**config.mk**
```make
export PLATFORM = sky130hd
export DESIGN_NAME = or_stack_exec
export DESIGN_NICKNAME = d
export VERILOG_FILES = /design/src/verilog/exec_pkg.sv /design/src/verilog/or_stack_exec.sv
export VERILOG_INCLUDE_DIRS = /design/src /design/src/verilog
export SDC_FILE = /design/constraint.sdc
export NUM_CORES = 1
export LEC_CHECK = 0
export BUFFER_PORTS_ARGS = -buffer_cell sky130_fd_sc_hd__buf_2
export CORE_MARGIN = 8
export CORE_UTILIZATION = 58
export DETAILED_ROUTE_END_ITERATION = 8
export PLACE_DENSITY_LB_ADDON = 0.15
export SETUP_SLACK_MARGIN = 0.15
export SKIP_LAST_GASP = 1
export SLEW_MARGIN = 20
export SYNTH_ARGS = -nofsm -noshare
export SYNTH_HDL_FRONTEND = slang
export SYNTH_SLANG_ARGS = --single-unit
```
**constraint.sdc**
```tcl
create_clock -name CLK -period 4.2 [get_ports CLK]
set_input_delay 0.42 -clock CLK [delete_from_list [all_inputs] [get_ports CLK]]
set_output_delay 0.42 -clock CLK [all_outputs]
set_load 0.01 [all_outputs]
```
**src/verilog/exec_cfg.svh**
```systemverilog
// Constants for the OR, stack, rotate and branch execute block.
// Included by the execute module; holds definitions only.
`ifndef EXEC_CFG_SVH
`define EXEC_CFG_SVH
// Opcodes
`define OP_OR_A_DIR 8'h45
`define OP_OR_A_IND 7'h23
`define OP_OR_A_IMM 8'h44
`define OP_OR_D_A 8'h42
`define OP_OR_D_IMM 8'h43
`define OP_OR_C_BIT 8'h72
`define OP_OR_C_NBIT 8'ha0
`define OP_POP 8'hd0
`define OP_PUSH 8'hc0
`define OP_SUB_EXIT 8'h22
`define OP_INT_EXIT 8'h32
`define OP_ROT_L 8'h23
`define OP_ROT_LC 8'h33
`define OP_ROT_R 8'h03
`define OP_ROT_RC 8'h13
`define OP_SET_C 8'hd3
`define OP_SET_BIT 8'hd2
`define OP_BRANCH 8'h80
// Memory spaces on the data port
`define SPACE_DIRECT 2'h0
`define SPACE_INDIRECT 2'h1
`define SPACE_BIT 2'h2
// Reset values and stack pointer address
`define ACC_RESET 8'h00
`define STACK_PTR_RESET 8'h07
`define PROG_CNT_RESET 16'h0000
`define STACK_PTR_ADDR 8'h81
`endif

```
**src/verilog/exec_pkg.sv**
```systemverilog
// Types shared by the execute block and its surroundings.
// Assumes exec_cfg.svh for constant values.
package exec_pkg;
    // One request to internal RAM, SFR space or bit space
    typedef struct packed {
        logic rd;
        logic wr;
        logic latch;
        logic [1:0] space;
        logic [7:0] addr;
        logic [7:0] wdata;
    } mem_req_type;

    // Values of the two indirect pointer registers of the active bank
    typedef struct packed {
        logic [7:0] ptr1;
        logic [7:0] ptr0;
    } ind_ptr_type;

    typedef enum logic [2:0] {ST_OP, ST_B2, ST_B3, ST_RD, ST_RLO} exec_state_type;
endpackage

```
**src/verilog/or_stack_exec.sv**
```systemverilog
// Execute block for byte OR, bit OR into carry, stack, returns, rotates, bit set, short jump.
// Assumes a byte fetch stream that restarts at PC_OUT after PC_LOAD, and a data port
// whose MEM_RDATA answers the read request shown in the same cycle.
// What this block does
// RULE1: OR into accumulator from direct, indirect or immediate; direct takes three cycles, the others two.
// RULE2: OR into direct byte from accumulator or immediate data, written back.
// RULE3: Bit OR into carry sets carry when bit is one, else keeps it.
// RULE4: Complemented bit OR uses inverted bit; source bit and other flags untouched.
// RULE5: Pop reads RAM at pointer, decrements pointer, stores byte to direct address.
// RULE6: Pop into the stack pointer: decrement first, then the popped byte wins.
// RULE7: Push increments pointer first, then stores direct byte at new pointer.
// RULE8: Subroutine exit pops high then low program counter byte, pointer minus two.
// RULE9: Interrupt exit returns likewise and re-arms the serviced priority level.
// RULE10: Interrupt exit restores nothing but program counter and stack pointer.
// RULE11: After interrupt exit one more instruction runs before a pending interrupt.
// RULE12: Rotate left wraps bit 7 into bit 0; carry unchanged.
// RULE13: Rotate left via carry: bit 7 into carry, old carry into bit 0.
// RULE14: Rotate right wraps bit 0 into bit 7; no flags change.
// RULE15: Rotate right via carry: bit 0 into carry, old carry into bit 7.
// RULE16: Bit set forces carry or a direct bit to one.
// RULE17: Short jump target is address plus two plus signed displacement.
// RULE18: Short jump is opcode then displacement byte, two bytes.
// RULE19: Byte OR forms change no flag.
// RULE20: Byte OR into a port reads the output latch, not the pins; OR into the accumulator reads the pins.
// RULE21: Stack pointer arithmetic wraps modulo 256, stack accessed indirectly.
`include "exec_cfg.svh"

module or_stack_exec
    import exec_pkg::*;
(
    // Clock and reset
    input wire logic CLK,
    input wire logic ARST_N,
    // Instruction byte stream
    input wire logic FETCH_VALID,
    input wire logic [7:0] FETCH_BYTE,
    output logic FETCH_READY,
    // Program counter
    output logic [15:0] PC_OUT,
    output logic PC_LOAD,
    // Data port
    output mem_req_type MEM_REQ,
    input wire logic [7:0] MEM_RDATA,
    input wire ind_ptr_type IND_PTR,
    // Core state
    output logic [7:0] ACC_OUT,
    output logic CARRY_OUT,
    output logic [7:0] SP_OUT,
    output logic INSTR_DONE,
    // Interrupt logic
    output logic IRQ_REARM,
    output logic IRQ_HOLD
);

    // Eight-bit stack pointer steps, wrapping modulo 256
    function automatic logic [7:0] sp_step(input logic [7:0] sp, input logic up);
        sp_step = up ? 8'(sp + 8'h01) : 8'(sp - 8'h01); // see RULE21
    endfunction

    exec_state_type state_ff, nxt_state;
    logic [7:0] op_ff, nxt_op;
    logic [7:0] arg_ff, nxt_arg;
    logic [7:0] imm_ff, nxt_imm;
    logic [7:0] acc_ff, nxt_acc;
    logic carry_ff, nxt_carry;
    logic [7:0] sp_ff, nxt_sp;
    logic [15:0] pc_ff, nxt_pc;
    logic load_ff, nxt_load;
    logic done_ff, nxt_done;
    logic rearm_ff, nxt_rearm;
    logic hold_ff, nxt_hold;
    mem_req_type req_ff, nxt_req;
    logic take;

    // Handshake toward the fetch stream
    assign FETCH_READY = (state_ff == ST_OP) || (state_ff == ST_B2) || (state_ff == ST_B3);
    assign take = FETCH_READY && FETCH_VALID;

    // Instruction sequencing and execution
    always_comb begin
        nxt_state = state_ff;
        nxt_op = op_ff;
        nxt_arg = arg_ff;
        nxt_imm = imm_ff;
        nxt_acc = acc_ff;
        nxt_carry = carry_ff;
        nxt_sp = sp_ff;
        nxt_pc = pc_ff;
        nxt_load = 1'b0;
        nxt_done = 1'b0;
        nxt_rearm = 1'b0;
        nxt_hold = hold_ff;
        nxt_req = '0;
        unique case (state_ff)
            ST_OP: begin
                if (take) begin
                    nxt_op = FETCH_BYTE;
                    nxt_pc = pc_ff + 16'h0001;
                    nxt_done = 1'b1;
                    if (FETCH_BYTE[7:1] == `OP_OR_A_IND) begin
                        // Indirect operand through pointer register
                        nxt_req.rd = 1'b1; // see RULE1
                        nxt_req.space = `SPACE_INDIRECT;
                        nxt_req.addr = FETCH_BYTE[0] ? IND_PTR.ptr1 : IND_PTR.ptr0;
                        nxt_done = 1'b0;
                        nxt_state = ST_RD;
                    end else begin
                        case (FETCH_BYTE)
                            `OP_ROT_L: nxt_acc = {acc_ff[6:0], acc_ff[7]}; // see RULE12
                            `OP_ROT_LC: begin
                                nxt_acc = {acc_ff[6:0], carry_ff}; // see RULE13
                                nxt_carry = acc_ff[7];
                            end
                            `OP_ROT_R: nxt_acc = {acc_ff[0], acc_ff[7:1]}; // see RULE14
                            `OP_ROT_RC: begin
                                nxt_acc = {carry_ff, acc_ff[7:1]}; // see RULE15
                                nxt_carry = acc_ff[0];
                            end
                            `OP_SET_C: nxt_carry = 1'b1; // see RULE16
                            `OP_SUB_EXIT, `OP_INT_EXIT: begin
                                // High byte of return address first
                                nxt_req.rd = 1'b1; // see RULE8
                                nxt_req.space = `SPACE_INDIRECT;
                                nxt_req.addr = sp_ff;
                                nxt_done = 1'b0;
                                nxt_state = ST_RD;
                            end
                            `OP_OR_A_DIR, `OP_OR_A_IMM, `OP_OR_D_A, `OP_OR_D_IMM,
                            `OP_OR_C_BIT, `OP_OR_C_NBIT, `OP_POP, `OP_PUSH,
                            `OP_SET_BIT, `OP_BRANCH: begin
                                nxt_done = 1'b0;
                                nxt_state = ST_B2;
                            end
                            default: ;
                        endcase
                    end
                end
            end
            ST_B2: begin
                if (take) begin
                    nxt_arg = FETCH_BYTE;
                    nxt_pc = pc_ff + 16'h0001;
                    nxt_req.addr = FETCH_BYTE;
                    nxt_req.space = `SPACE_DIRECT;
                    nxt_state = ST_RD;
                    case (op_ff)
                        `OP_OR_A_IMM: begin
                            nxt_acc = acc_ff | FETCH_BYTE; // see RULE1
                            nxt_done = 1'b1;
                            nxt_state = ST_OP;
                        end
                        `OP_OR_D_IMM: nxt_state = ST_B3; // see RULE2
                        `OP_OR_D_A: begin
                            nxt_req.rd = 1'b1;
                            nxt_req.latch = 1'b1; // see RULE20
                        end
                        `OP_OR_C_BIT, `OP_OR_C_NBIT: begin
                            nxt_req.rd = 1'b1;
                            nxt_req.space = `SPACE_BIT;
                        end
                        `OP_POP: begin
                            nxt_req.rd = 1'b1; // see RULE5
                            nxt_req.space = `SPACE_INDIRECT;
                            nxt_req.addr = sp_ff;
                        end
                        `OP_SET_BIT: begin
                            nxt_req.wr = 1'b1; // see RULE16
                            nxt_req.space = `SPACE_BIT;
                            nxt_req.wdata = 8'h01;
                            nxt_done = 1'b1;
                            nxt_state = ST_OP;
                        end
                        `OP_BRANCH: begin
                            // Instruction address plus two plus signed displacement
                            nxt_pc = 16'(pc_ff + 16'h0001 + {{8{FETCH_BYTE[7]}}, FETCH_BYTE}); // see RULE17
                            nxt_load = 1'b1; // see RULE18
                            nxt_done = 1'b1;
                            nxt_state = ST_OP;
                        end
                        default: nxt_req.rd = 1'b1;
                    endcase
                end
            end
            ST_B3: begin
                if (take) begin
                    // Immediate mask, then read-modify-write of the direct byte
                    nxt_imm = FETCH_BYTE;
                    nxt_pc = pc_ff + 16'h0001;
                    nxt_req.rd = 1'b1;
                    nxt_req.latch = 1'b1; // see RULE20
                    nxt_req.space = `SPACE_DIRECT;
                    nxt_req.addr = arg_ff;
                    nxt_state = ST_RD;
                end
            end
            ST_RD: begin
                nxt_done = 1'b1;
                nxt_state = ST_OP;
                nxt_req.space = `SPACE_DIRECT;
                nxt_req.addr = arg_ff;
                case (op_ff)
                    `OP_OR_D_A: begin
                        nxt_req.wr = 1'b1; // see RULE2
                        nxt_req.wdata = MEM_RDATA | acc_ff; // see RULE19
                    end
                    `OP_OR_D_IMM: begin
                        nxt_req.wr = 1'b1; // see RULE2
                        nxt_req.wdata = MEM_RDATA | imm_ff; // see RULE19
                    end
                    `OP_OR_C_BIT: nxt_carry = carry_ff | MEM_RDATA[0]; // see RULE3
                    `OP_OR_C_NBIT: nxt_carry = carry_ff | ~MEM_RDATA[0]; // see RULE4
                    `OP_POP: begin
                        nxt_sp = sp_step(sp_ff, 1'b0); // see RULE5
                        if (arg_ff == `STACK_PTR_ADDR) begin
                            nxt_sp = MEM_RDATA; // see RULE6
                        end else begin
                            nxt_req.wr = 1'b1;
                            nxt_req.wdata = MEM_RDATA;
                        end
                    end
                    `OP_PUSH: begin
                        nxt_sp = sp_step(sp_ff, 1'b1); // see RULE7
                        nxt_req.wr = 1'b1;
                        nxt_req.space = `SPACE_INDIRECT;
                        nxt_req.addr = sp_step(sp_ff, 1'b1);
                        nxt_req.wdata = MEM_RDATA;
                    end
                    `OP_SUB_EXIT, `OP_INT_EXIT: begin
                        // Status word and other registers are left alone
                        nxt_pc = {MEM_RDATA, pc_ff[7:0]}; // see RULE10
                        nxt_sp = sp_step(sp_ff, 1'b0); // see RULE8
                        nxt_req.rd = 1'b1;
                        nxt_req.space = `SPACE_INDIRECT;
                        nxt_req.addr = sp_step(sp_ff, 1'b0);
                        nxt_done = 1'b0;
                        nxt_state = ST_RLO;
                    end
                    default: nxt_acc = acc_ff | MEM_RDATA; // see RULE1
                endcase
            end
            ST_RLO: begin
                nxt_pc = {pc_ff[15:8], MEM_RDATA}; // see RULE8
                nxt_sp = sp_step(sp_ff, 1'b0);
                nxt_load = 1'b1;
                nxt_done = 1'b1;
                nxt_state = ST_OP;
                if (op_ff == `OP_INT_EXIT) begin
                    nxt_rearm = 1'b1; // see RULE9
                end
            end
            default: nxt_state = ST_OP;
        endcase
        // Block vectoring until one instruction after the interrupt exit completes
        if (nxt_rearm) begin
            nxt_hold = 1'b1; // see RULE11
        end else if (done_ff && !rearm_ff) begin
            nxt_hold = 1'b0; // see RULE11
        end
    end

    // State registers
    always_ff @(posedge CLK or negedge ARST_N) begin
        if (!ARST_N) begin
            state_ff <= ST_OP;
            op_ff <= 8'h00;
            arg_ff <= 8'h00;
            imm_ff <= 8'h00;
            acc_ff <= `ACC_RESET;
            carry_ff <= 1'b0;
            sp_ff <= `STACK_PTR_RESET;
            pc_ff <= `PROG_CNT_RESET;
            load_ff <= 1'b0;
            done_ff <= 1'b0;
            rearm_ff <= 1'b0;
            hold_ff <= 1'b0;
            req_ff <= '0;
        end else begin
            state_ff <= nxt_state;
            op_ff <= nxt_op;
            arg_ff <= nxt_arg;
            imm_ff <= nxt_imm;
            acc_ff <= nxt_acc;
            carry_ff <= nxt_carry;
            sp_ff <= nxt_sp;
            pc_ff <= nxt_pc;
            load_ff <= nxt_load;
            done_ff <= nxt_done;
            rearm_ff <= nxt_rearm;
            hold_ff <= nxt_hold;
            req_ff <= nxt_req;
        end
    end

    // Outputs straight from registers
    assign PC_OUT = pc_ff;
    assign PC_LOAD = load_ff;
    assign MEM_REQ = req_ff;
    assign ACC_OUT = acc_ff;
    assign CARRY_OUT = carry_ff;
    assign SP_OUT = sp_ff;
    assign INSTR_DONE = done_ff;
    assign IRQ_REARM = rearm_ff;
    assign IRQ_HOLD = hold_ff;

    // Checks
    a_rotate_left: assert property (@(posedge CLK) disable iff (!ARST_N) // see RULE12
        (state_ff == ST_OP && take && FETCH_BYTE == `OP_ROT_L) |=>
        acc_ff == {$past(acc_ff[6:0]), $past(acc_ff[7])} && $stable(carry_ff))
        else $error("rotate left result wrong");
    a_rotl_carry: assert property (@(posedge CLK) disable iff (!ARST_N) // see RULE13
        (state_ff == ST_OP && take && FETCH_BYTE == `OP_ROT_LC) |=>
        carry_ff == $past(acc_ff[7]) && acc_ff[0] == $past(carry_ff))
        else $error("rotate left via carry wrong");
    a_rotr_carry: assert property (@(posedge CLK) disable iff (!ARST_N) // see RULE15
        (state_ff == ST_OP && take && FETCH_BYTE == `OP_ROT_RC) |=>
        carry_ff == $past(acc_ff[0]) && acc_ff[7] == $past(carry_ff))
        else $error("rotate right via carry wrong");
    a_bit_or_carry: assert property (@(posedge CLK) disable iff (!ARST_N) // see RULE3
        (state_ff == ST_RD && op_ff == `OP_OR_C_BIT) |=>
        carry_ff == ($past(carry_ff) | $past(MEM_RDATA[0])))
        else $error("bit OR into carry wrong");
    a_push_order: assert property (@(posedge CLK) disable iff (!ARST_N) // see RULE7
        (state_ff == ST_RD && op_ff == `OP_PUSH) |=>
        MEM_REQ.wr && MEM_REQ.addr == sp_ff && sp_ff == 8'($past(sp_ff) + 8'h01))
        else $error("push pointer or write wrong");
    a_pop_self: assert property (@(posedge CLK) disable iff (!ARST_N) // see RULE6
        (state_ff == ST_RD && op_ff == `OP_POP && arg_ff == `STACK_PTR_ADDR) |=>
        sp_ff == $past(MEM_RDATA) && !MEM_REQ.wr)
        else $error("pop into stack pointer wrong");
    a_return_seq: assert property (@(posedge CLK) disable iff (!ARST_N) // see RULE8
        (state_ff == ST_RD && (op_ff == `OP_SUB_EXIT || op_ff == `OP_INT_EXIT)) |=>
        state_ff == ST_RLO ##1 PC_LOAD && sp_ff == 8'($past(sp_ff, 2) - 8'h02))
        else $error("return sequence wrong");
    a_exit_hold: assert property (@(posedge CLK) disable iff (!ARST_N) // see RULE11
        IRQ_REARM |-> IRQ_HOLD ##1 IRQ_HOLD)
        else $error("interrupt hold not raised");
    a_branch_target: assert property (@(posedge CLK) disable iff (!ARST_N) // see RULE17
        (state_ff == ST_B2 && take && op_ff == `OP_BRANCH) |=> PC_LOAD &&
        PC_OUT == 16'($past(pc_ff) + 16'h0001 + {{8{$past(FETCH_BYTE[7])}}, $past(FETCH_BYTE)}))
        else $error("short jump target wrong");

endmodule // or_stack_exec

```
After elaboration in Yosys (flattened, before gate mapping)
Index checks and enable logic that the tools add are counted.

operators by class
  $add $sub $neg = 4
  bitwise operators = 8
  reductions and logical operators = 31
  eq/ne operators = 47
  mux-type cells = 69

operators by type and width
  operator                                             number
  equality test 8 bit, second input constant           12
  equality test 8 x 7 -> 1 bit, second input constant  9
  2-to-1 mux 8 bit                                     9
  2-to-1 mux 16 bit                                    4
  one-hot mux 16 bit (4 select lines)                  1
  one-hot mux 8 bit (4 select lines)                   2
  equality test 8 x 6 -> 1 bit, second input constant  6
  one-hot mux 8 bit (3 select lines)                   2
  one-hot mux 10 bit (4 select lines)                  1
  one-hot mux 8 bit (2 select lines)                   2
  2-to-1 mux 9 bit                                     3
  2-to-1 mux 1 bit                                     24
  bitwise OR 8 bit                                     3
  2-to-1 mux 21 bit                                    1
  one-hot mux 9 bit (2 select lines)                   1
  adder 16 x 1 -> 16 bit, second input constant        1
  adder 16 bit                                         1
  2-to-1 mux 3 bit                                     5
  != test 4 x 1 -> 1 bit, second input constant        3
  one-hot mux 1 bit (2 select lines)                   6
  one-hot mux 3 bit (4 select lines)                   1
  OR reduction 12 bit                                  1
  2-to-1 mux 11 bit                                    1
  != test 2 bit, second input constant                 5
  32 further kinds                                     55

storage, ports and cells
  output and inout port bits = 59
  bits of input ports = 35
  logic and storage cells = 178
  bits in registers = 85

Longest topological paths before layout
Gate-level depths: netlist of the first run.

  depth after elaboration = 6
  gate-level depth with buffers = 14
  mapped depth without buffers = 14

Worst setup path before layout of the first run
Ideal clock, no wire load.

  path type = reg2reg
  start = reg pc_ff[0] (netlist: PC_OUT[0])
  end = reg pc_ff[15] (netlist: PC_OUT[15])
  cell stages (with the launch flop) = 14
  data arrival time = 3180 ps
  clock period less this slack = 3301 ps
  required time = 4079 ps
  path buffers = 0
  library setup time = 121 ps
  setup slack = 899 ps
  path through = dfrtp_1 > ha_1 > nand3_1 > nor2_1 > nand2_1 > xnor2_1 > ha_1 > nand2_1 > a2111oi_0 > nor2_1 > o41ai_1 > mux2i_1 > mux2i_1 > nor2_1

between the ends
  cells in the longest elaborated chain, start to end = 5
  elaborated cells on any way between the ends = 6
  those cells by class = add/sub: 2; mux: 4

RTL lines
  what                                     RTL line              RTL
  from (decl)                              or_stack_exec.sv:67   logic [15:0] pc_ff, nxt_pc;
  from (signal assigned)                   or_stack_exec.sv:271  pc_ff <= `PROG_CNT_RESET;
  from (signal assigned)                   or_stack_exec.sv:285  pc_ff <= nxt_pc;
  adder 16 x 1 -> 16 bit (*)               --
  adder 16 bit                             or_stack_exec.sv:175  nxt_pc = 16'(pc_ff + 16'h0001 + {{8{FETCH_BYTE[7]}}, FETCH_BYTE});
  2-to-1 mux 16 bit                        or_stack_exec.sv:146  case (op_ff)
  2-to-1 mux 16 bit                        or_stack_exec.sv:140  if (take) begin
  one-hot mux 16 bit (4 select lines) (*)  or_stack_exec.sv:94   unique case (state_ff)

Mark *: on every way between the ends. The rest lies on a longest branch, timed or not. The select of a mux whose other input is x is not followed.
A chain may end at the register's enable or synchronous reset.

Final worst setup path of the first run
Same ends and word-level chain as after synthesis.

==> out/metrics.yaml, run 1 <==
placed_design:
  io_buffers: 93
  dp_hpwl_um: 14700
  gp_congestion: 0.978
  placed_area_um2: 6750
  place_worst_setup_slack_ns: 0.296
power_and_ir_drop:
  combPwrFrac_pct: 52.6
  p_seq_share_pct: 32.0
  p_int_mw: 2.40
  clkPwrFrac_pct: 15.4
  cellLeakagePower_nw: 3.11
  swShare_pct: 46.9
  p_sw_mw: 2.12
  vdd_ir_drop_max_uv: 413
  power.density_nw_per_um2: 645
worst_setup_path:
  crit_arrival_ns: 3.92
  rrSetupSlack_ns: 0.56
  start_kind: "register"
  cp_max_fo: 6
  r2r_cells: 13
  critPathCaptureType: "register"
  crit_required_ns: 4.49
  rr_endpoint: "PC_OUT[15]$_DFFE_PN0P_"
  r2r-start: "PC_OUT[0]$_DFFE_PN0P_"
  critPathKind: "reg -> reg"
outcome:
  status: "complete, no violations"
synthesis:
  synth_top_family_by_area: "compound AO/OA/AOI/OAI gates"
  synth_compound_area_share_pct: 25.0
  synth_area_leader_cell: "dfrtp_1"
  synthCells: 765
  synth_edf_count: 0
  synthMuxAreaShare_pct: 6.91
  synth_warnings: 0
  ys_ff_latch: 85
  async_reset_ff_share_pct: 100
  synth_cell_types: 72
  syn_nets: 822
  synth_simple_gate_area_share_pct: 20.2
  synth_top_area_share_pct: 32.8
  synth_xor_area_share_pct: 4.89
  synth.area.top_cells: "dfrtp_1 (33%), a21oi_1 (6.6%), nand2_1 (6.4%), ha_1 (4.2%), nor2_1 (4.0%)"
  ys.flop_type: "dfrtp_1"
  syn-cell-area_um2: 6260
  synthAdderAreaFrac_pct: 4.51
  postSynthAreaPerCell_um2: 8.19
  yosysSeqAreaShare_pct: 34.0
timing:
  slew_viol_final: 0
  setup_viol: 0
  fin_crit_ns: 3.64
  fin_ws_ns: 0.562
  period_share_pct: 86.6
  clock.fmax_ghz: 0.275
  rsz0062_at_grt: "false"
  tns_ns: 0
  finalHoldViolCount: 0
  tightest_slew_ns: 1.00
  clock_skew_ns: 0.0153
  maxSlewHeadroom_pct: 33.1
die:
  initial_core_util_pct: 58.6
  rows: 38
  die_area_um2: 14400
  fp.dieH_um: 120
  fp.dieW_um: 120
  core_um2: 10700
  num_io_pins: 94
clock_tree:
  cts.sinks: 85
  clkTransAtPathRegs_ns: 0.10
  cts_setup_buffers: 0
  htree_levels: 3
  clock_path_buffers: 2
  cts_buffers: 9
  cts_tree: "yes"
  clock_latency_ns: 0.39
  root_buffer: "clkbuf_8"
finish:
  mostFrequentLayoutCell: "nand2_1"
  fin_area_um2: 7000
  nets: 885
  antenna_cells: 0
  areaGrowthSynthToFinish_pct: 11.7
  mostFrequentLayoutCells: "nand2_1 (106), buf_2 (92), a21oi_1 (83)"
  drive_gt1_share_pct: 17.8
grt:
  grt_pass1_wl_um: 32400
  grt_pass1_vias: 6042
  grt_overflow: 0
  antenna_found_initial: 0
  grt_max_degree: 50
  track_usage_pct: 28.1
routing:
  routed_wl_um: 20700
  num_vias: 6462
  dr.pass1.iters: 6
  drt_iter0_drc: 890
  viasPerCell: 6.64
  drcViolationCount: 0
  ant_nets: 0
  detail_route.wl_per_cell_um: 21.3
hold_path:
  hold_path_end: "op_ff[2]$_DFFE_PN0P_"
  hold_path.class: "in -> reg"
  hold_path_depth: 3
  hp-start: "FETCH_BYTE[2]"
flow_run:
  cap_violations: 0
-- registers in the layout, summed over array words and instances, names as in the netlist --
signal,count
IRQ_HOLD,1
SP_OUT,8
arg_ff,8
MEM_REQ,21
IRQ_REARM,1
imm_ff,8
INSTR_DONE,1
ACC_OUT,8
CARRY_OUT,1
state_ff,3
PC_OUT,16
PC_LOAD,1
op_ff,8
-- per-stage QoR --
stage / hold WS, ns / utilization, % / cells / power (mW)
finish: 0.365 / 65.4 / 973 / 4.52
global placement: 0.404 / 63.1 / 956 / 3.68
global route: 0.385 / 65.4 / 973 / 4.80
CTS: 0.361 / 65.4 / 973 / 4.45
detailed placement: 0.413 / 63.1 / 956 / 3.76
floorplan: 0.124 / - / 765 / 3.07
-- cell usage after synthesis, drive strengths merged, types with 4 or more instances --
cell type	number
nand4	7
or3	4
a22oi	17
a221o	6
buf	15
mux2i	23
nand2b	6
nand3	27
o22ai	21
inv	16
clkbuf	35
and2	5
o211ai	5
xor2	9
nor3	12
o21a	5
nand2	106
o21ai	45
and3	8
a31oi	12
a21oi	85
a21o	11
dfrtp	82
a221oi	4
o32ai	4
xnor2	26
o22a	4
ha	21
nor4b	7
mux2	18
nor2	68
-- worst max path at each step --
stage,start,to,slack (ns),cells past startpoint
global placement,PC_OUT[0]$_DFFE_PN0P_,PC_OUT[15]$_DFFE_PN0P_,0.55,13
CTS,PC_OUT[0]$_DFFE_PN0P_,PC_OUT[15]$_DFFE_PN0P_,0.26,13
global route,PC_OUT[0]$_DFFE_PN0P_,PC_OUT[15]$_DFFE_PN0P_,0.30,13
finish,PC_OUT[0]$_DFFE_PN0P_,PC_OUT[15]$_DFFE_PN0P_,0.56,13
detailed placement,PC_OUT[0]$_DFFE_PN0P_,PC_OUT[15]$_DFFE_PN0P_,0.30,13
floorplan,PC_OUT[0]$_DFFE_PN0P_,PC_OUT[15]$_DFFE_PN0P_,0.90,13
-- worst max-delay path, stage by stage (launching register included) --
cell	delay [ns]
dfrtp_1	0.43
ha_1	0.20
nand3_1	0.13
nor2_1	0.35
nand2_1	0.13
xnor2_1	0.20
ha_1	0.39
nand2_1	0.10
a2111oi_2	0.45
nor2_1	0.14
o41ai_1	0.47
mux2i_1	0.29
mux2i_1	0.20
nor2_1	0.07
-- power by group through the flow --
stage | registers (mW) | logic (mW) | clock network, mW
finish | 1.45 | 2.38 | 0.694
global route | 1.48 | 2.59 | 0.723
CTS | 1.43 | 2.33 | 0.693
detailed placement | 1.45 | 2.31 | 0
global placement | 1.43 | 2.25 | 0
floorplan | 1.38 | 1.70 | 0
-- cells by family after synthesis --
family / count (synthesis)
buf+inv: 67
mux: 41
simple gates: 268
fa+ha+maj: 22
flops: 85
compound gates: 247
xor+xnor: 35
-- per-layer routing --
metal  global-route usage [%]  routed length [µm]  part of all wire, %
met1                     36.1                8120                   39
met2                     44.8                9700                   47
met3                     6.90                2180                   11
met4                     10.9                 728                  3.5
met5                        0                   0                    0
-- what timing repair did --
action                                 4_1_cts  5_1_grt
resized for setup                            0        2
endpoints found under the hold margin        1        0
setup endpoints to repair                    0        1
hold buffers                                 1        0
-- area by class of cell --
class / instances / area [µm²]
Inverter: 17 / 63.8
Clock inverter: 6 / 93.8
Timing Repair Buffer: 102 / 538
Tap cell: 140 / 175
Clock buffer: 10 / 138
Fill cell: 947 / 3700
Multi-Input combinational cell: 613 / 3860
Sequential cell: 85 / 2130
Power figures use the tool's default switching activity.
==> run 2, diff against run 1 <==
--- a/config.mk
+++ b/config.mk
@@ -6,9 +6,10 @@
 export SDC_FILE = /design/constraint.sdc
 export NUM_CORES = 1
 export LEC_CHECK = 0
+export ABC_AREA = 1
 export BUFFER_PORTS_ARGS = -buffer_cell sky130_fd_sc_hd__buf_2
 export CORE_MARGIN = 8
-export CORE_UTILIZATION = 58
+export CORE_UTILIZATION = 59
 export DETAILED_ROUTE_END_ITERATION = 8
 export PLACE_DENSITY_LB_ADDON = 0.15
 export SETUP_SLACK_MARGIN = 0.15
==> run 2 against run 1 <==
  * Synthesized area grew 5.8%
  * Combinational power increased by 21%
  * Core utilization increased by 2.3 points
  * Register-to-register slack improved by 0.68 ns
  * Setup slack gained 0.68 ns
  * Power is 10% higher
  * Clock power shrank 8.4%
  * Synthesized cell count rose by 30%
  * Largest cell class unchanged
  * Largest power group unchanged
==> out/metrics.yaml, run 2 <==
outcome:
  status: "complete, no violations"
finish:
  areaGrowthSynthToFinish_pct: 11.2
  nets: 1138  # +29%
  mostFrequentLayoutCells: "nand2_1 (263), inv_1 (125), o21ai_0 (113)"
  fillerInstances: 1003  # +5.9%
  mostFrequentLayoutCell: "nand2_1"
  largest_reg_flops: 21  # unchanged
  drive_gt1_share_pct: 13.8  # -4.0 points
  antenna_cells: 0  # unchanged
clock_tree:
  postCtsResizedCells: 0  # unchanged
  clock_latency_ns: 0.39  # about the same
  cts_hold_buf: 0  # -1
  cts.sinks: 85  # unchanged
  cts_setup_buffers: 0  # unchanged
  clock_path_buffers: 2  # unchanged
  htree_levels: 3  # unchanged
  cts_buffers: 9  # unchanged
  clkTransAtPathRegs_ns: 0.10  # about the same
  cts_tree: "yes"
  root_buffer: "clkbuf_8"
worst_setup_path:
  cp_max_fo: 4  # -2
  crit_required_ns: 4.48  # about the same
  critPathCaptureType: "register"
  critPathKind: "reg -> reg"
  crit_arrival_ns: 3.23  # -0.69 ns
  start_kind: "register"
grt:
  use_met1_pct: 43.7  # +7.6 points
  grt_overflow: 0  # unchanged
  grt_pass1_wl_um: 37100  # +15%
  track_usage_pct: 31.7  # +3.6 points
  grt_pass1_vias: 6910  # +14%
  antenna_found_initial: 0  # unchanged
  grt_max_degree: 44  # -12%
  busiest_layer: "met2"
  use_met3_pct: 7.87  # +0.96 points
  grtUsageMet2_pct: 46.8  # +2.0 points
synthesis:
  synthCells: 998  # +30%
  synth_top_family_by_area: "simple AND/OR/NAND/NOR gates"
  synth_simple_gate_area_share_pct: 29.9  # +9.6 points
  synth_xor_area_share_pct: 2.25  # -2.6 points
  synth_area_leader_cell: "dfrtp_1"
  syn-cell-area_um2: 6630  # +5.8%
  synth_top_area_share_pct: 30.9  # -1.8 points
  synth_edf_count: 0  # unchanged
  postSynthAreaPerCell_um2: 6.64  # -19%
  yosysSeqAreaShare_pct: 32.1  # -1.9 points
  synthAdderAreaFrac_pct: 4.26  # -0.25 points
  synth_warnings: 0  # unchanged
  ys_ff_latch: 85  # unchanged
  synth_common_cells: "nand2_1 (263), inv_1 (125), o21ai_0 (113)"
  syn_nets: 1055  # +28%
  ys.flop_type: "dfrtp_1"
  synthMuxAreaShare_pct: 0  # -6.9 points
  synth_cell_types: 53  # -26%
  synth_compound_area_share_pct: 21.8  # -3.2 points
  synth.area.top_cells: "dfrtp_1 (31%), nand2_1 (15%), o21ai_0 (8.5%), inv_1 (7.1%), a21oi_1 (5.2%)"
  async_reset_ff_share_pct: 100  # unchanged
  post-synth-top-count-cell: "nand2_1"
die:
  fp.dieH_um: 122  # +1.7%
  num_io_pins: 94  # unchanged
  die_area_um2: 14900  # +3.5%
  core_um2: 10900  # +1.8%
  rows: 38  # unchanged
  initial_core_util_pct: 60.9  # +2.3 points
  fp.dieW_um: 122  # +1.7%
flow_run:
  cap_violations: 0  # unchanged
routing:
  dr.pass1.iters: 6  # unchanged
  num_vias: 7514  # +16%
  ant_nets: 0  # unchanged
  routed_wl_um: 23300  # +12%
  drcViolationCount: 0  # unchanged
  detail_route.wl_per_cell_um: 19.0  # -11%
  viasPerCell: 6.13  # -7.7%
  drt_iter0_drc: 944  # +6.1%
timing:
  clock_skew_ns: 0.0207  # +0.00544 ns
  clock.fmax_ghz: 0.339  # +23%
  setup_viol: 0  # unchanged
  slew_viol_final: 0  # unchanged
  finalHoldViolCount: 0  # unchanged
  period_share_pct: 70.3  # -16 points
  fin_crit_ns: 2.95  # -0.684 ns
  rsz0062_at_grt: "false"
  maxSlewHeadroom_pct: 47.5  # +14 points
  tns_ns: 0  # unchanged
  tightest_slew_ns: 0.782  # -0.218 ns
power_and_ir_drop:
  power.density_nw_per_um2: 676  # +4.8%
  cellLeakagePower_nw: 3.83  # +23%
  vdd_ir_drop_max_uv: 444  # +7.4%
  total_power_mw: 4.98  # +10%
placed_design:
  dp_hpwl_um: 17900  # +21%
  gp_congestion: 1.01  # +3.1%
  io_buffers: 93  # unchanged
hold_path:
  hold_path.class: "in -> async"
## run 2: final cells by class
cell class	instances	area, µm²	share of cell area [%]
Clock buffer	10	138	1.87
Clock inverter	6	68.8	0.933
Inverter	137	514	6.98
Multi-Input combinational cell	752	3850	52.3
Sequential cell	85	2130	28.9
Tap cell	140	175	2.38
Timing Repair Buffer	96	490	6.65
## run 2: kinds of logic after synthesis
logic type	after synthesis
AO/OA/AOI/OAI	257
AND/OR/NAND/NOR	456
XOR/XNOR	17
buffers and inverters	161
flip-flops	85
adder cells (fa/ha/maj)	22
## run 2: where the power goes
| group | switching, mW | internal (mW) | total [mW] |
|---|---|---|---|
| combinational | 1.89 | 0.978 | 2.87 |
| sequential | 0.347 | 1.13 | 1.48 |
| clock | 0.340 | 0.296 | 0.636 |
| total | 2.57 | 2.41 | 4.98 |
## run 2: metrics by stage
stage / setup WS [ns] / instances / hold slack, ns / area (µm²) / utilization (%)
after floorplan: 1.69 / 998 / 0.124 / 6630 / -
after global placement: 1.33 / 1210 / 0.425 / 7170 / 65.8
after detailed placement: 1.29 / 1210 / 0.435 / 7170 / 65.8
after CTS: 1.28 / 1226 / 0.0220 / 7370 / 67.7
after global routing: 0.928 / 1226 / 0.0513 / 7370 / 67.7
final: 1.25 / 1226 / 0.00994 / 7370 / 67.7
## run 2: metal layers
layer / vias to the layer above / part of all wire, %
met2: 501 / 43
met5: - / 0
li1: 3486 / -
met4: 0 / 2.6
met1: 3466 / 41
met3: 61 / 12
## run 2: worst max-delay path, stage by stage, from the launching register on
cell and delay, ns:
dfrtp_1 0.39, ha_1 0.22, nand4_1 0.14, inv_1 0.11
nand3_1 0.17, inv_1 0.16, nand2_1 0.06, nand2_1 0.10
inv_1 0.05, ha_1 0.35, nand2_1 0.11, inv_1 0.06
a21oi_1 0.28, nor2_1 0.08, nor3_1 0.20, nand3b_1 0.10
nand3_1 0.10, nand2_1 0.05, nand2_1 0.05, o21ai_0 0.07
## run 2: final timing paths
check                                      startpoint                      to  slack (ns)  cells past startpoint
worst max-delay path            PC_OUT[0]$_DFFE_PN0P_  PC_OUT[13]$_DFFE_PN0P_        1.25                     19
worst min-delay path                           ARST_N    op_ff[3]$_DFFE_PN0P_        0.01                      1
worst max register to register  PC_OUT[0]$_DFFE_PN0P_  PC_OUT[13]$_DFFE_PN0P_        1.25                     19
worst min register to register  imm_ff[1]$_DFFE_PN0P_   imm_ff[1]$_DFFE_PN0P_        0.49                      2
max in group asynchronous                      ARST_N   PC_OUT[6]$_DFFE_PN0P_        3.16                      2
min in group CLK                         MEM_RDATA[7]    MEM_REQ[7]$_DFF_PN0_        0.32                      3
==> run 3, diff against run 2 <==
--- a/config.mk
+++ b/config.mk
@@ -9,7 +9,7 @@
 export ABC_AREA = 1
 export BUFFER_PORTS_ARGS = -buffer_cell sky130_fd_sc_hd__buf_2
 export CORE_MARGIN = 8
-export CORE_UTILIZATION = 59
+export CORE_UTILIZATION = 53
 export DETAILED_ROUTE_END_ITERATION = 8
 export PLACE_DENSITY_LB_ADDON = 0.15
 export SETUP_SLACK_MARGIN = 0.15
==> constraint.sdc (replaced) <==
create_clock -name CLK -period 2.57 [get_ports CLK]
set_input_delay 0.257 -clock CLK [delete_from_list [all_inputs] [get_ports CLK]]
set_output_delay 0.257 -clock CLK [all_outputs]
set_load 0.01 [all_outputs]
==> run 3 against run 2 <==
  * The flow now finishes with violations (negative setup slack)
  * First-iteration DRC count increased by 14%
  * Critical endpoint is now PC_OUT[15]$_DFFE_PN0P_
  * Fmax is 13% higher
  * Sequential cell count unchanged
==> out/metrics.yaml, run 3 (synthesis results as in run 2) <==
finish:
  mostFrequentLayoutCell: "nand2_1"
  mostFrequentLayoutCells: "nand2_1 (237), inv_1 (116), o21ai_0 (106)"
  antenna_cells: 0  # unchanged
  drive_gt1_share_pct: 25.1  # +11 points
  nets: 1191  # +4.7%
  largest_reg_flops: 21  # unchanged
  areaGrowthSynthToFinish_pct: 26.1
outcome:
  status: "complete, but fails checks"
  violations: "negative setup slack"
grt:
  grt_overflow: 0  # unchanged
  grt_pass1_vias: 7245  # +4.8%
  track_usage_pct: 29.5  # -2.2 points
  grt_pass1_wl_um: 37900  # +2.1%
  grt_max_degree: 45  # +2.3%
  antenna_found_initial: 0  # unchanged
die:
  die_area_um2: 16300  # +9.8%
  fp.dieW_um: 128  # +4.8%
  num_io_pins: 94  # unchanged
  fp.dieH_um: 128  # +4.8%
  core_um2: 12400  # +14%
  rows: 41  # +7.9%
  initial_core_util_pct: 53.4  # -7.5 points
placed_design:
  place_worst_setup_slack_ns: -0.0392  # -1.33 ns
  dp_hpwl_um: 17300  # -3.5%
  gp_congestion: 1.00  # -0.34%
  io_buffers: 93  # unchanged
clock_tree:
  cts.sinks: 85  # unchanged
  clock_path_buffers: 2  # unchanged
  cts_buffers: 9  # unchanged
  clock_latency_ns: 0.36  # -0.03 ns
  cts_tree: "yes"
  root_buffer: "clkbuf_16"
  htree_levels: 3  # unchanged
  clkTransAtPathRegs_ns: 0.06  # -0.04 ns
timing:
  clock.fmax_ghz: 0.381  # +13%
  clock_skew_ns: 0.00930  # -0.0114 ns
  setup_viol: 2  # +2
  slew_viol_final: 0  # unchanged
  tns_ns: -0.0771  # -0.0771 ns
  rsz0062_at_grt: "true"
  fin_ws_ns: -0.0556  # -1.30 ns
  finalHoldViolCount: 0  # unchanged
  period_share_pct: 102  # +32 points
  fin_crit_ns: 2.63  # -0.328 ns
  tightest_slew_ns: 0.763  # -0.0191 ns
  maxSlewHeadroom_pct: 49.1  # +1.7 points
worst_setup_path:
  rr_endpoint: "PC_OUT[15]$_DFFE_PN0P_"
  worstPathCellList: "ha_2 -> nand4_1 -> inv_2 -> nand2_4 -> xnor2_4 -> ha_4 -> nand2_4 -> inv_2 -> a21oi_2 -> nand2_2 -> nand2_2 -> nand2_1 -> nand2_2 -> nand3_2 -> nand2_2 -> nand3_2 -> a21oi_2"
  r2r-start: "PC_OUT[1]$_DFFE_PN0P_"
  critPathCaptureType: "register"
  endpoint: "PC_OUT[15]$_DFFE_PN0P_"
  start_kind: "register"
  crit_start: "PC_OUT[1]$_DFFE_PN0P_"
  worst-path-buf-inv: 2  # -2
  cpLargestDelayFamily: "simple AND/OR/NAND/NOR gates"
  crit_path_frequent_cell: "nand2_2"
  critPathKind: "reg -> reg"
  cp_max_fo: 4  # unchanged
  rrSetupSlack_ns: -0.06  # -1.30 ns
  path_depth: 17  # -2
  slowest_stage: "dfrtp_1"
  crit_required_ns: 2.86  # -1.62 ns
  crit_arrival_ns: 2.92  # -0.31 ns
  r2r_cells: 17  # -2
  slowest_delay_ns: 0.39  # about the same
hold_path:
  hold_path.class: "in -> reg"
routing:
  ant_nets: 0  # unchanged
  dr.pass1.iters: 6  # unchanged
  num_vias: 7681  # +2.2%
  viasPerCell: 5.86  # -4.4%
  detail_route.wl_per_cell_um: 18.4  # -3.1%
  routed_wl_um: 24200  # +3.7%
  drt_iter0_drc: 1077  # +14%
  drcViolationCount: 0  # unchanged
power_and_ir_drop:
  vdd_ir_drop_max_uv: 671  # +51%
  cellLeakagePower_nw: 4.17  # +8.9%
  power.density_nw_per_um2: 1140  # +68%
flow_run:
  cap_violations: 0  # unchanged
==> run 3: changes by cell type in the layout (fill, tap and decap cells not counted), sizes merged <==
cell         previous run  this run
inv                   138       136
clkinv                  3         4
clkbuf                 10        11
dlygate4sd3             0         1
buf                    96       148
==> run 3: report_power, final <==
group	total, mW	internal (mW)	switching [mW]
Clock	1.36	0.782	0.575
Combinational	5.74	2.24	3.50
Sequential	2.39	1.87	0.529
==> run 3: layout make-up <==
| type | count | area, µm² |
|---|---|---|
| Tap cell | 172 | 215 |
| Timing Repair Buffer | 149 | 907 |
| Multi-Input combinational cell | 752 | 4280 |
| Inverter | 137 | 519 |
| Clock buffer | 11 | 243 |
| Clock inverter | 5 | 60.1 |
| Sequential cell | 85 | 2140 |
| Fill cell | 1155 | 4060 |
==> run 3: per-stage QoR <==
step	hold WS, ns	cell area (µm²)	power, mW	utilization (%)	cells
2_1_floorplan	-0.0386	6700	5.67	-	998
3_3_place_gp	0.290	7520	7.22	60.6	1273
3_5_place_dp	0.294	7520	7.28	60.6	1273
4_1_cts	0.194	8090	8.98	65.2	1305
5_1_grt	0.201	8360	10.2	67.3	1311
6_report	0.204	8360	9.49	67.3	1311
==> run 3: worst min-delay path by stage <==
stage	end	depth (start not counted)	startpoint	slack, ns
after floorplan	ACC_OUT[0]$_DFFE_PN0P_	0	ARST_N	-0.04
after global placement	ACC_OUT[5]$_DFFE_PN0P_	1	ARST_N	0.29
after detailed placement	ACC_OUT[5]$_DFFE_PN0P_	1	ARST_N	0.29
after CTS	MEM_REQ[7]$_DFF_PN0_	3	MEM_RDATA[7]	0.19
after global routing	MEM_REQ[7]$_DFF_PN0_	3	MEM_RDATA[7]	0.20
final	MEM_REQ[7]$_DFF_PN0_	3	MEM_RDATA[7]	0.20
==> run 3: metal layers <==
layer | GRT usage [%] | wire length, µm | part of all wire [%] | vias up
li1 | - | - | - | 3595
met1 | 38.5 | 9910 | 41 | 3520
met2 | 45.6 | 10800 | 45 | 490
met3 | 7.32 | 2540 | 11 | 76
met4 | 12.2 | 869 | 3.6 | 0
met5 | 0 | 0 | 0 | -
==> run 3: timing repair <==
item,CTS,global route
endpoints found under the setup margin,8,11
resized for setup,35,59
pin swaps,29,36
hold buffers,1,0
buffers inserted,15,6
hold endpoints to repair,40,0
==> run 3: worst register-to-register path, stage by stage (launching register included) <==
cell and delay [ns]:
dfrtp_1 0.39, ha_2 0.19, nand4_1 0.15, inv_2 0.14, nand2_4 0.10, xnor2_4 0.30
ha_4 0.28, nand2_4 0.08, inv_2 0.04, a21oi_2 0.18, nand2_2 0.11, nand2_2 0.10
nand2_1 0.07, nand2_2 0.08, nand3_2 0.09, nand2_2 0.07, nand3_2 0.08, a21oi_2 0.13
